$ cat config.mk
export PLATFORM = sky130hd
export DESIGN_NAME = sbd_decoder
export DESIGN_NICKNAME = d
export VERILOG_FILES = /design/src/sbd_pkg.sv /design/src/sbd_byte_store.sv /design/src/sbd_decoder.sv
export SDC_FILE = /design/constraint.sdc
export NUM_CORES = 1
export LEC_CHECK = 0
export BUFFER_PORTS_ARGS = -buffer_cell sky130_fd_sc_hd__buf_2
export CORE_MARGIN = 1.5
export CORE_UTILIZATION = 64
export CTS_CLUSTER_SIZE = 16
export DETAILED_ROUTE_END_ITERATION = 6
export PLACE_DENSITY_LB_ADDON = 0.08
export SETUP_SLACK_MARGIN = 0.02
export SYNTH_ARGS = -nofsm -noshare
export SYNTH_HDL_FRONTEND = slang
export SYNTH_SLANG_ARGS = --single-unit
$ cat constraint.sdc
create_clock -name ref_clk -period 9.2 [get_ports ref_clk]
set_clock_uncertainty 0.1 [all_clocks]
set_input_delay 0.92 -clock ref_clk [delete_from_list [all_inputs] [get_ports ref_clk]]
set_output_delay 0.92 -clock ref_clk [all_outputs]
set_load 0.1 [all_outputs]
$ cat src/sbd_pkg.sv
/*
 Package for the subtract-with-borrow decoder: opcode byte values, field
 positions, reset values and the decoded-form enumeration and carriers.
 Assumes a byte-wide fetch stream on the core clock.
*/
package sbd_pkg;

    localparam logic [7:0] OP_ACC_IMM    = 8'hab;
    localparam logic [7:0] OP_REG_GROUP  = 8'h7b;
    localparam logic [7:0] OP_UPPER_IMM  = 8'h6b;
    localparam logic [7:0] PFX_LOWER     = 8'h3c;
    localparam logic [7:0] PFX_SFR       = 8'h01;
    localparam logic [7:0] OP_SHORT_IMM  = 8'h6b;
    localparam logic [7:0] OP_REG_REG    = 8'h8b;
    localparam logic [7:0] OP_ACC_UPPER  = 8'h9b;
    localparam logic [7:0] OP_SHORT_PAIR = 8'h2a;
    localparam logic [7:0] SUB_UU        = 8'h0b;
    localparam logic [7:0] SUB_UL        = 8'h1b;
    localparam logic [7:0] SUB_LU        = 8'h2b;
    localparam logic [7:0] SUB_LL        = 8'h3b;
    localparam logic [7:0] PFX_POINTER   = 8'h07;
    localparam logic [7:0] PTR_ACC_P16   = 8'h2b;
    localparam logic [7:0] PTR_ACC_P24   = 8'h3b;
    localparam logic [7:0] PTR_MEM_P16   = 8'hab;
    localparam logic [7:0] PTR_MEM_P24   = 8'hbb;

    localparam logic [3:0] NIB_REG_UPPER = 4'h0;
    localparam logic [3:0] NIB_REG_LOWER = 4'h1;
    localparam logic [3:0] NIB_REG_SFR   = 4'h2;
    localparam logic [3:0] NIB_REG_IMM   = 4'h3;
    localparam logic [3:0] NIB_UPPER_REG = 4'h4;
    localparam logic [3:0] NIB_LOWER_REG = 4'h5;
    localparam logic [3:0] NIB_SFR_REG   = 4'h6;

    localparam int REG_HI_POS   = 4;
    localparam int ZERO_BIT_POS = 3;
    localparam int SRC_LO_POS   = 0;
    localparam logic [7:0] BYTE_RESET   = 8'h00;
    localparam logic [2:0] COUNT_RESET  = 3'h0;
    localparam int        STREAM_DEPTH = 4;

    typedef enum logic [4:0] {
        SBD_NONE       = 5'h00,
        SBD_ACC_IMM    = 5'h01,
        SBD_REG_IMM    = 5'h02,
        SBD_UPPER_IMM  = 5'h03,
        SBD_LOWER_IMM  = 5'h04,
        SBD_SFR_IMM    = 5'h05,
        SBD_REG_REG    = 5'h06,
        SBD_REG_REG_X  = 5'h07,
        SBD_ACC_UPPER  = 5'h08,
        SBD_REG_UPPER  = 5'h09,
        SBD_REG_LOWER  = 5'h0a,
        SBD_UPPER_REG  = 5'h0b,
        SBD_LOWER_REG  = 5'h0c,
        SBD_REG_SFR    = 5'h0d,
        SBD_SFR_REG    = 5'h0e,
        SBD_UU         = 5'h0f,
        SBD_UL         = 5'h10,
        SBD_LU         = 5'h11,
        SBD_LL         = 5'h12,
        SBD_ACC_UP16   = 5'h13,
        SBD_ACC_LP16   = 5'h14,
        SBD_ACC_UP24   = 5'h15,
        SBD_ACC_LP24   = 5'h16,
        SBD_UP16_ACC   = 5'h17,
        SBD_LP16_ACC   = 5'h18,
        SBD_UP24_ACC   = 5'h19,
        SBD_LP24_ACC   = 5'h1a
    } sbd_form_t;

    typedef enum logic [2:0] {
        SBD_ST_IDLE = 3'b001,
        SBD_ST_READ = 3'b010,
        SBD_ST_DONE = 3'b100
    } sbd_state_t;

    typedef struct packed {
        logic [7:0] data;
        logic       valid;
    } sbd_byte_t;

    typedef struct packed {
        sbd_form_t  form;
        logic [3:0] dstReg;
        logic [2:0] srcReg;
        logic [7:0] offsetA;
        logic [7:0] offsetB;
        logic [7:0] immediate;
        logic       illegal;
    } sbd_decode_t;

endpackage : sbd_pkg

$ cat src/sbd_byte_store.sv
/*
 Small register store holding the bytes of one instruction as they arrive.
 Assumes writes come one byte per cycle from the decoder's own control.
*/
module sbd_byte_store
(
    input  wire logic       ref_clk,
    input  wire logic       reset,
    input  wire logic       writeEnable,
    input  wire logic [1:0] writeIndex,
    input  wire logic [7:0] writeData,
    output logic [31:0]     bytes
);

    logic [7:0] store [sbd_pkg::STREAM_DEPTH];

    genvar g;
    generate
        for (g = 0; g < sbd_pkg::STREAM_DEPTH; g++)
        begin : gSlot
            always_ff @(posedge ref_clk)
            begin
                if (reset)
                    store[g] <= sbd_pkg::BYTE_RESET;
                else if (writeEnable && writeIndex == 2'(g))
                    store[g] <= writeData;
            end
            assign bytes[8*g +: 8] = store[g];
        end
    endgenerate

endmodule : sbd_byte_store

$ cat src/sbd_decoder.sv
/*
 Byte-wide subtract-with-borrow instruction decoder. Takes opcode and
 trailing bytes from the fetch unit by a valid/ready pair and presents the
 decoded form and its fields when the instruction is complete, holding them until the next completion.
 Assumes the fetch unit holds a byte steady until it is taken.
*/
// Functional notes
// RULE1 - AB then immediate: accumulator minus immediate with borrow.
// RULE2 - 7B, low nibble 3: register in high nibble minus third-byte immediate.
// RULE3 - 6B: upper short offset, then immediate.
// RULE4 - 3C 6B: lower short offset third, immediate fourth.
// RULE5 - 01 6B: special register offset third, immediate fourth.
// RULE6 - 8B: register pair byte, destination high nibble, bit3 zero, source low.
// RULE7 - 3C 8B: same register pair layout in third byte.
// RULE8 - 9B: accumulator minus upper short operand, offset second byte.
// RULE9 - 7B, nibble 0: register minus upper short, offset third byte.
// RULE10 - 7B, nibble 1: register minus lower short, offset third byte.
// RULE11 - 7B, nibble 4: upper short minus register, offset third byte.
// RULE12 - 7B, nibble 5: lower short minus register, offset third byte.
// RULE13 - 7B, nibble 2: register minus special register, offset third byte.
// RULE14 - 7B, nibble 6: special register minus register, offset third byte.
// RULE15 - 2A then 0B/1B/2B/3B: area pairing, source offset third, destination fourth.
// RULE16 - 07 2B: accumulator minus byte via upper 16-bit pointer, offset third.
// RULE17 - 3C 07 2B: accumulator minus byte via lower 16-bit pointer, offset fourth.
// RULE18 - 07 3B: accumulator minus byte via upper 24-bit pointer, offset third.
// RULE19 - 3C 07 3B: accumulator minus byte via lower 24-bit pointer, offset fourth.
// RULE20 - 07 AB: upper 16-bit pointed byte minus accumulator, offset third.
// RULE21 - 3C 07 AB: lower 16-bit pointed byte minus accumulator, offset fourth.
// RULE22 - 07 BB: upper 24-bit pointed byte minus accumulator, offset third.
// RULE23 - 3C 07 BB: lower 24-bit pointed byte minus accumulator, offset fourth.
// RULE24 - Every form subtracts source and carry from destination, updates flags.
// RULE25 - All trailing bytes are fetched in order before completion is signalled.
module sbd_decoder
(
    input  wire logic            ref_clk,
    input  wire logic            reset,
    input  wire sbd_pkg::sbd_byte_t fetchByte,
    output logic                 fetchReady,
    output sbd_pkg::sbd_decode_t decoded,
    output logic                 decodeDone,
    output logic                 subtractWithBorrow
);

    sbd_pkg::sbd_state_t state;
    sbd_pkg::sbd_state_t next_state;
    logic [2:0]          count;
    logic [31:0]         bytes;
    logic [7:0]          b [4];
    logic [2:0]          needLen;
    logic [2:0]          curLen;
    logic                take;
    logic                complete;
    sbd_pkg::sbd_decode_t next_decoded;
    logic [2:0]          next_count;
    logic                next_borrow;

    // Byte n of the instruction, with the byte being taken this cycle overlaid
    function automatic logic [7:0] byteAt(input logic [31:0] held, input logic [2:0] cnt,
                                          input logic [7:0] now, input int idx);
        if (3'(idx) == cnt)
            return now;
        return held[8*idx +: 8];
    endfunction : byteAt

    // Second-level opcodes of the pointer forms, shared by both prefixes
    function automatic logic isPtrOp(input logic [7:0] op);
        return op == sbd_pkg::PTR_ACC_P16
            || op == sbd_pkg::PTR_ACC_P24
            || op == sbd_pkg::PTR_MEM_P16
            || op == sbd_pkg::PTR_MEM_P24;
    endfunction : isPtrOp

    // Area-pairing byte of the short-to-short forms
    function automatic logic isPairSub(input logic [7:0] op);
        return op == sbd_pkg::SUB_UU
            || op == sbd_pkg::SUB_UL
            || op == sbd_pkg::SUB_LU
            || op == sbd_pkg::SUB_LL;
    endfunction : isPairSub

    // Gated by the registered ready so a byte is never taken while the fetch side sees ready low
    assign take = fetchReady && fetchByte.valid && state != sbd_pkg::SBD_ST_DONE;
    assign curLen = count + 3'h1;

    genvar g;
    generate
        for (g = 0; g < 4; g++)
        begin : gView
            assign b[g] = byteAt(bytes, count, fetchByte.data, g);
        end
    endgenerate

    // Length so far known from the bytes seen; zero means unrecognised
    always_comb
    begin
        needLen = 3'h0;
        if (b[0] == sbd_pkg::OP_ACC_IMM)
            needLen = 3'h2; // RULE1
        else if (b[0] == sbd_pkg::OP_UPPER_IMM)
            needLen = 3'h3; // RULE3
        else if (b[0] == sbd_pkg::OP_REG_REG || b[0] == sbd_pkg::OP_ACC_UPPER)
            needLen = 3'h2; // RULE6 RULE8
        else if (b[0] == sbd_pkg::OP_REG_GROUP)
            needLen = (curLen < 3'h2 || b[1][3:0] <= sbd_pkg::NIB_SFR_REG) ? 3'h3 : 3'h0;
        else if (b[0] == sbd_pkg::OP_SHORT_PAIR)
            needLen = (curLen < 3'h2 || isPairSub(b[1])) ? 3'h4 : 3'h0; // RULE15
        else if (b[0] == sbd_pkg::PFX_SFR)
            needLen = (curLen < 3'h2 || b[1] == sbd_pkg::OP_SHORT_IMM) ? 3'h4 : 3'h0; // RULE5
        else if (b[0] == sbd_pkg::PFX_POINTER)
            needLen = (curLen < 3'h2 || isPtrOp(b[1])) ? 3'h3 : 3'h0;
        else if (b[0] == sbd_pkg::PFX_LOWER)
        begin
            if (curLen < 3'h2)
                needLen = 3'h4;
            else if (b[1] == sbd_pkg::OP_SHORT_IMM)
                needLen = 3'h4; // RULE4
            else if (b[1] == sbd_pkg::OP_REG_REG)
                needLen = 3'h3; // RULE7
            else if (b[1] == sbd_pkg::PFX_POINTER)
                needLen = (curLen < 3'h3 || isPtrOp(b[2])) ? 3'h4 : 3'h0;
        end
    end

    // Completion once every trailing byte has been taken, or at once when the bytes seen are unrecognised
    assign complete = take && (needLen == 3'h0 || curLen == needLen); // RULE25

    assign next_count = complete ? sbd_pkg::COUNT_RESET : (take ? curLen : count);

    // Borrow-subtract asserted for every legal form of the group
    assign next_borrow = complete && !next_decoded.illegal; // RULE24

    // Field extraction from the whole instruction
    always_comb
    begin
        next_decoded = '0;
        next_decoded.form = sbd_pkg::SBD_NONE;
        next_decoded.illegal = (needLen == 3'h0);
        if (b[0] == sbd_pkg::OP_ACC_IMM)
        begin
            next_decoded.form = sbd_pkg::SBD_ACC_IMM; // RULE1
            next_decoded.immediate = b[1];
        end
        else if (b[0] == sbd_pkg::OP_UPPER_IMM)
        begin
            next_decoded.form = sbd_pkg::SBD_UPPER_IMM; // RULE3
            next_decoded.offsetA = b[1];
            next_decoded.immediate = b[2];
        end
        else if (b[0] == sbd_pkg::OP_REG_REG)
        begin
            next_decoded.form = sbd_pkg::SBD_REG_REG; // RULE6
            next_decoded.dstReg = b[1][sbd_pkg::REG_HI_POS +: 4];
            next_decoded.srcReg = b[1][sbd_pkg::SRC_LO_POS +: 3];
            next_decoded.illegal = b[1][sbd_pkg::ZERO_BIT_POS];
        end
        else if (b[0] == sbd_pkg::OP_ACC_UPPER)
        begin
            next_decoded.form = sbd_pkg::SBD_ACC_UPPER; // RULE8
            next_decoded.offsetA = b[1];
        end
        else if (b[0] == sbd_pkg::OP_REG_GROUP)
        begin
            next_decoded.dstReg = b[1][sbd_pkg::REG_HI_POS +: 4];
            next_decoded.offsetA = b[2];
            next_decoded.immediate = b[2];
            case (b[1][3:0])
                sbd_pkg::NIB_REG_IMM:   next_decoded.form = sbd_pkg::SBD_REG_IMM; // RULE2
                sbd_pkg::NIB_REG_UPPER: next_decoded.form = sbd_pkg::SBD_REG_UPPER; // RULE9
                sbd_pkg::NIB_REG_LOWER: next_decoded.form = sbd_pkg::SBD_REG_LOWER; // RULE10
                sbd_pkg::NIB_UPPER_REG: next_decoded.form = sbd_pkg::SBD_UPPER_REG; // RULE11
                sbd_pkg::NIB_LOWER_REG: next_decoded.form = sbd_pkg::SBD_LOWER_REG; // RULE12
                sbd_pkg::NIB_REG_SFR:   next_decoded.form = sbd_pkg::SBD_REG_SFR; // RULE13
                sbd_pkg::NIB_SFR_REG:   next_decoded.form = sbd_pkg::SBD_SFR_REG; // RULE14
                default:                next_decoded.form = sbd_pkg::SBD_NONE;
            endcase
        end
        else if (b[0] == sbd_pkg::OP_SHORT_PAIR)
        begin
            next_decoded.offsetA = b[2]; // RULE15
            next_decoded.offsetB = b[3];
            if (b[1] == sbd_pkg::SUB_UU)
                next_decoded.form = sbd_pkg::SBD_UU;
            else if (b[1] == sbd_pkg::SUB_UL)
                next_decoded.form = sbd_pkg::SBD_UL;
            else if (b[1] == sbd_pkg::SUB_LU)
                next_decoded.form = sbd_pkg::SBD_LU;
            else if (b[1] == sbd_pkg::SUB_LL)
                next_decoded.form = sbd_pkg::SBD_LL;
        end
        else if (b[0] == sbd_pkg::PFX_SFR && b[1] == sbd_pkg::OP_SHORT_IMM)
        begin
            next_decoded.form = sbd_pkg::SBD_SFR_IMM; // RULE5
            next_decoded.offsetA = b[2];
            next_decoded.immediate = b[3];
        end
        else if (b[0] == sbd_pkg::PFX_POINTER)
        begin
            next_decoded.offsetA = b[2];
            if (b[1] == sbd_pkg::PTR_ACC_P16)
                next_decoded.form = sbd_pkg::SBD_ACC_UP16; // RULE16
            else if (b[1] == sbd_pkg::PTR_ACC_P24)
                next_decoded.form = sbd_pkg::SBD_ACC_UP24; // RULE18
            else if (b[1] == sbd_pkg::PTR_MEM_P16)
                next_decoded.form = sbd_pkg::SBD_UP16_ACC; // RULE20
            else if (b[1] == sbd_pkg::PTR_MEM_P24)
                next_decoded.form = sbd_pkg::SBD_UP24_ACC; // RULE22
        end
        else if (b[0] == sbd_pkg::PFX_LOWER)
        begin
            if (b[1] == sbd_pkg::OP_SHORT_IMM)
            begin
                next_decoded.form = sbd_pkg::SBD_LOWER_IMM; // RULE4
                next_decoded.offsetA = b[2];
                next_decoded.immediate = b[3];
            end
            else if (b[1] == sbd_pkg::OP_REG_REG)
            begin
                next_decoded.form = sbd_pkg::SBD_REG_REG_X; // RULE7
                next_decoded.dstReg = b[2][sbd_pkg::REG_HI_POS +: 4];
                next_decoded.srcReg = b[2][sbd_pkg::SRC_LO_POS +: 3];
                next_decoded.illegal = b[2][sbd_pkg::ZERO_BIT_POS];
            end
            else if (b[1] == sbd_pkg::PFX_POINTER)
            begin
                next_decoded.offsetA = b[3];
                if (b[2] == sbd_pkg::PTR_ACC_P16)
                    next_decoded.form = sbd_pkg::SBD_ACC_LP16; // RULE17
                else if (b[2] == sbd_pkg::PTR_ACC_P24)
                    next_decoded.form = sbd_pkg::SBD_ACC_LP24; // RULE19
                else if (b[2] == sbd_pkg::PTR_MEM_P16)
                    next_decoded.form = sbd_pkg::SBD_LP16_ACC; // RULE21
                else if (b[2] == sbd_pkg::PTR_MEM_P24)
                    next_decoded.form = sbd_pkg::SBD_LP24_ACC; // RULE23
            end
        end
        if (next_decoded.form == sbd_pkg::SBD_NONE)
            next_decoded.illegal = 1'b1;
    end

    always_comb
    begin
        case (state)
            sbd_pkg::SBD_ST_IDLE: next_state = complete ? sbd_pkg::SBD_ST_DONE
                                             : (take ? sbd_pkg::SBD_ST_READ : sbd_pkg::SBD_ST_IDLE);
            sbd_pkg::SBD_ST_READ: next_state = complete ? sbd_pkg::SBD_ST_DONE : sbd_pkg::SBD_ST_READ;
            sbd_pkg::SBD_ST_DONE: next_state = sbd_pkg::SBD_ST_IDLE;
            default:              next_state = sbd_pkg::SBD_ST_IDLE;
        endcase
    end

    sbd_byte_store uStore
    (
        .ref_clk     (ref_clk),
        .reset       (reset),
        .writeEnable (take),
        .writeIndex  (count[1:0]),
        .writeData   (fetchByte.data),
        .bytes       (bytes)
    );

    always_ff @(posedge ref_clk)
    begin
        if (reset)
            state <= sbd_pkg::SBD_ST_IDLE;
        else
            state <= next_state;
    end

    always_ff @(posedge ref_clk)
    begin
        if (reset)
            count <= sbd_pkg::COUNT_RESET;
        else
            count <= next_count;
    end

    // Held until the next completion so the core may read it late
    always_ff @(posedge ref_clk)
    begin
        if (reset)
            decoded <= '0;
        else if (complete)
            decoded <= next_decoded;
    end

    always_ff @(posedge ref_clk)
    begin
        if (reset)
            decodeDone <= 1'b0;
        else
            decodeDone <= complete; // RULE25
    end

    always_ff @(posedge ref_clk)
    begin
        if (reset)
            subtractWithBorrow <= 1'b0;
        else
            subtractWithBorrow <= next_borrow; // RULE24
    end

    // Stall one cycle after completion so the result is seen before the next opcode
    always_ff @(posedge ref_clk)
    begin
        if (reset)
            fetchReady <= 1'b0;
        else
            fetchReady <= (next_state != sbd_pkg::SBD_ST_DONE);
    end

endmodule : sbd_decoder

==> results.md <==
* Top FF cell, synth: dfxtp_1
* Clk Latency, worst-skew pair at 0.36 ns
* Drt wl/cell at 21.6 microns
* Core outline area at 6870 sq um
* Ports at 51
* Hold Buf Count CTS at 0
* EDFF count, synth at 32
* Final antenna diode count at 0
* HPWL after DPL at 9390 microns
* WHS Path Cells at 1
* Final setup vio count at 0
* Clock-pin slew on the worst setup and hold paths at 0.10 ns
* Most frequent cell after synthesis: dfxtp_1
* Die area at 7690 sq um
* Status: completed
* Initial antenna violation count at 1
* Compound-Gate Fraction of Synth Area at 19.8%
* Crit path kind: reg -> reg
* Worst Path Required at 9.34 ns
* RSZ-0062 raised after global routing: no
* Yosys warns at 0
* WP data arrival at 5.31 ns
* Sequential share of the synthesized area at 41.0%
* CTS sink count at 78
* Final nets at 518
* Via count at 4,113
* Mapped Nets at 485
* Adder-cell area share of the yosys netlist at 1.36%
* Total routed wirelength at 13,000 microns
* Switching pwr at 221 uW
* Largest family of logic cells by synthesized area: simple AND/OR/NAND/NOR gates
* Tmin final at 5.16 ns
* Worst Setup End Kind: flop
* Mean Syn Cell Area at 9.79 sq um
* Highest clock rate at 194 MHz
* #FFs+latches synth at 78
* Clk buf depth at 2
* Hold Crit Start: decoded[14]
* Sw Ratio at 29.8%
* Drt first-iter violations at 556
* Number of post-CTS setup repair buffers at 0
* Die span in y at 87.7 microns
* Post-synth top area cell: edfxtp_1
* CTS tree: yes
* Clock Root Buffer: clkbuf_8
* Fin Setup TNS at 0 ns
* Internal at 519 uW
* Port Buffers at 50
* Top area cells in the synthesized netlist: edfxtp_1, dfxtp_1, mux2i_1, and3_1, mux2_2
* Syn Inst Count at 469
* Vias in the first global route at 3,734
* Area delta synth->final at 8.72%
* Crit-path max FO at 22
* Netlist cell types at 69
* Via density at 6.82
* Reg2Reg Depth at 12
* MaxCap Viol Count at 0
* RR Startpoint: count[0]
* Fill cells at 517
* Mapped Area at 4590 sq um
* Gr busiest metal: met2
* Met1 usage at 46.5%
* Fin. max-slew vios at 0
* RR Endpoint: decoded[11]
* H-tree Lvls at 3
* Post-Synth Simple-Gate Area at 20.5%
* PostCTS Resize Cnt at 0
* Slew headroom at 33.1%
* Die width at 87.7 microns
* Starting Density at 66.8%
* GPL Wtd Cong at 0.997
* M3 GR Usage at 10.1%
* Worst-Margin Slew at 1.00 ns
* Total placed cells including tap cells at 587
* Synth Area in XOR/XNOR at 1.15%
* Worst Hold Endpoint: decoded[14]
* Grt total ovfl at 0
* Seq pwr share at 51.0%
* Post-route insts no fill at 603
* Post-synth ARST share at 0%
* Synth top cells by count: dfxtp_1, nand2_1, and3_1
* Comb pwr share at 15.4%
* Share of the synthesized area in the top cell type at 20.9%
* Reg-to-reg slack, setup at 4.04 ns
* 1st-pass router iterations at 5
* Clock share of power at 33.6%
* Final Hold Vio Count at 0
* First-pass GRT wire length at 19,800 microns
* Leak Pwr at 0.00219 uW
* Number of routed nets with antenna violations at 0
* Total track usage at 34.6%
* CTS Buf Count at 9
* Met2 usage at 52.9%
* P per Cell Area at 148 nW/um^2
* Proportion of layout cells with a drive suffix above 1 at 21.1%
* Residual DRC count at 0
* Mux cell area share after synthesis at 11.0%
* Crit share post-route at 56.1%
* Peak VDD IR at 0.122 mV
* Number of cell rows at 30
* Hold Crit Class: reg -> reg
* Setup crit start kind: flop
* Pin count of the biggest net entering global routing at 38
[cell families after synthesis]
group,count (synthesis)
buffers and inverters,48
adders and majority gates,5
AOI/OAI and AO/OA,119
muxes,46
DFF,78
xor gates and xnor gates,6
and+or+nand+nor,167
[sequential cells by signal, summed over array words and instances (netlist names)]
register and cells:
subtractWithBorrow 1, decoded 37, state 3, decodeDone 1, count 3, uStore.store 32, fetchReady 1
[layout by cell type (no fill, tap or decap), types with 3 or more instances in the layout]
cell type,count
xnor2_1,6
dfxtp_1,46
clkinv_2,3
inv_1,17
ha_1,5
nor3_1,10
nand3_1,8
a31o_2,3
a31oi_1,3
a32o_1,8
o2bb2ai_1,20
edfxtp_1,32
mux2_2,18
o21ai_0,4
o31ai_1,3
and4bb_2,4
a21oi_1,22
nor3b_1,3
and3_1,35
nand4_1,4
nor4_1,3
nand2b_1,15
buf_2,50
mux2i_1,25
o22ai_1,15
a22oi_1,6
a22o_1,11
nand4b_1,3
nand2_1,41
a2111oi_0,3
clkbuf_8,9
nor2_1,24
[worst max-delay path by stage]
| stage | start | end | slack (ns) | cells after the start |
|---|---|---|---|---|
| after detailed placement | count[0] | decoded[11] | 4.16 | 12 |
| after CTS | count[0] | decoded[11] | 4.11 | 12 |
| final | count[0] | decoded[11] | 4.04 | 12 |
| after global routing | count[0] | decoded[11] | 3.58 | 12 |
| after global placement | count[0] | decoded[14] | 4.47 | 12 |
| after floorplan | fetchByte[1] | decoded[0] | 5.71 | 12 |
[metrics by stage]
stage / total power, uW / worst slack (ns) / area (sq um) / utilization, % / hold WS, ns
global route: 761 / 3.58 / 4990 / 72.6 / 0.377
detailed placement: 494 / 4.16 / 4800 / 69.9 / 0.345
global placement: 493 / 4.47 / 4800 / 69.9 / 0.345
floorplan: 471 / 5.71 / 4590 / - / 0.321
finish: 740 / 4.04 / 4990 / 72.6 / 0.363
CTS: 735 / 4.11 / 4990 / 72.6 / 0.367
[per-layer routing]
| metal | wire length, microns | vias to the layer above | part of all wire [%] |
|---|---|---|---|
| li1 | - | 1850 | - |
| met1 | 5210 | 1926 | 40 |
| met2 | 5850 | 269 | 45 |
| met3 | 1430 | 64 | 11 |
| met4 | 484 | 4 | 3.7 |
| met5 | 49 | - | 0.38 |
[final cells by class]
cell class | count | area, sq um | area share [%]
clock buffers | 11 | 153 | 3.06
clock inverters | 5 | 32.5 | 0.652
inverters | 18 | 67.6 | 1.35
multi-input cells | 343 | 2470 | 49.5
flip-flops and latches | 78 | 1880 | 37.7
well taps | 96 | 120 | 2.41
repair buffers | 52 | 265 | 5.32
[worst max-delay path, cell delays in order (launching register included)]
cell      delay [ns]
dfxtp_1         0.53
inv_1           0.14
ha_1            0.36
nand2b_1        0.70
mux2i_1         0.36
nand4b_1        0.32
nor4_1          0.54
a221oi_1        0.19
nand2_1         0.17
xnor2_1         0.09
a21oi_2         0.79
inv_2           0.37
a32o_1          0.36
[power by group through the flow]
stage	clock network, uW	logic (uW)	registers, uW
after floorplan	0	80.3	391
after global placement	0	108	384
after detailed placement	0	109	385
after CTS	248	110	377
after global routing	262	121	378
final	249	114	377
(Power assumes the default switching activity.)
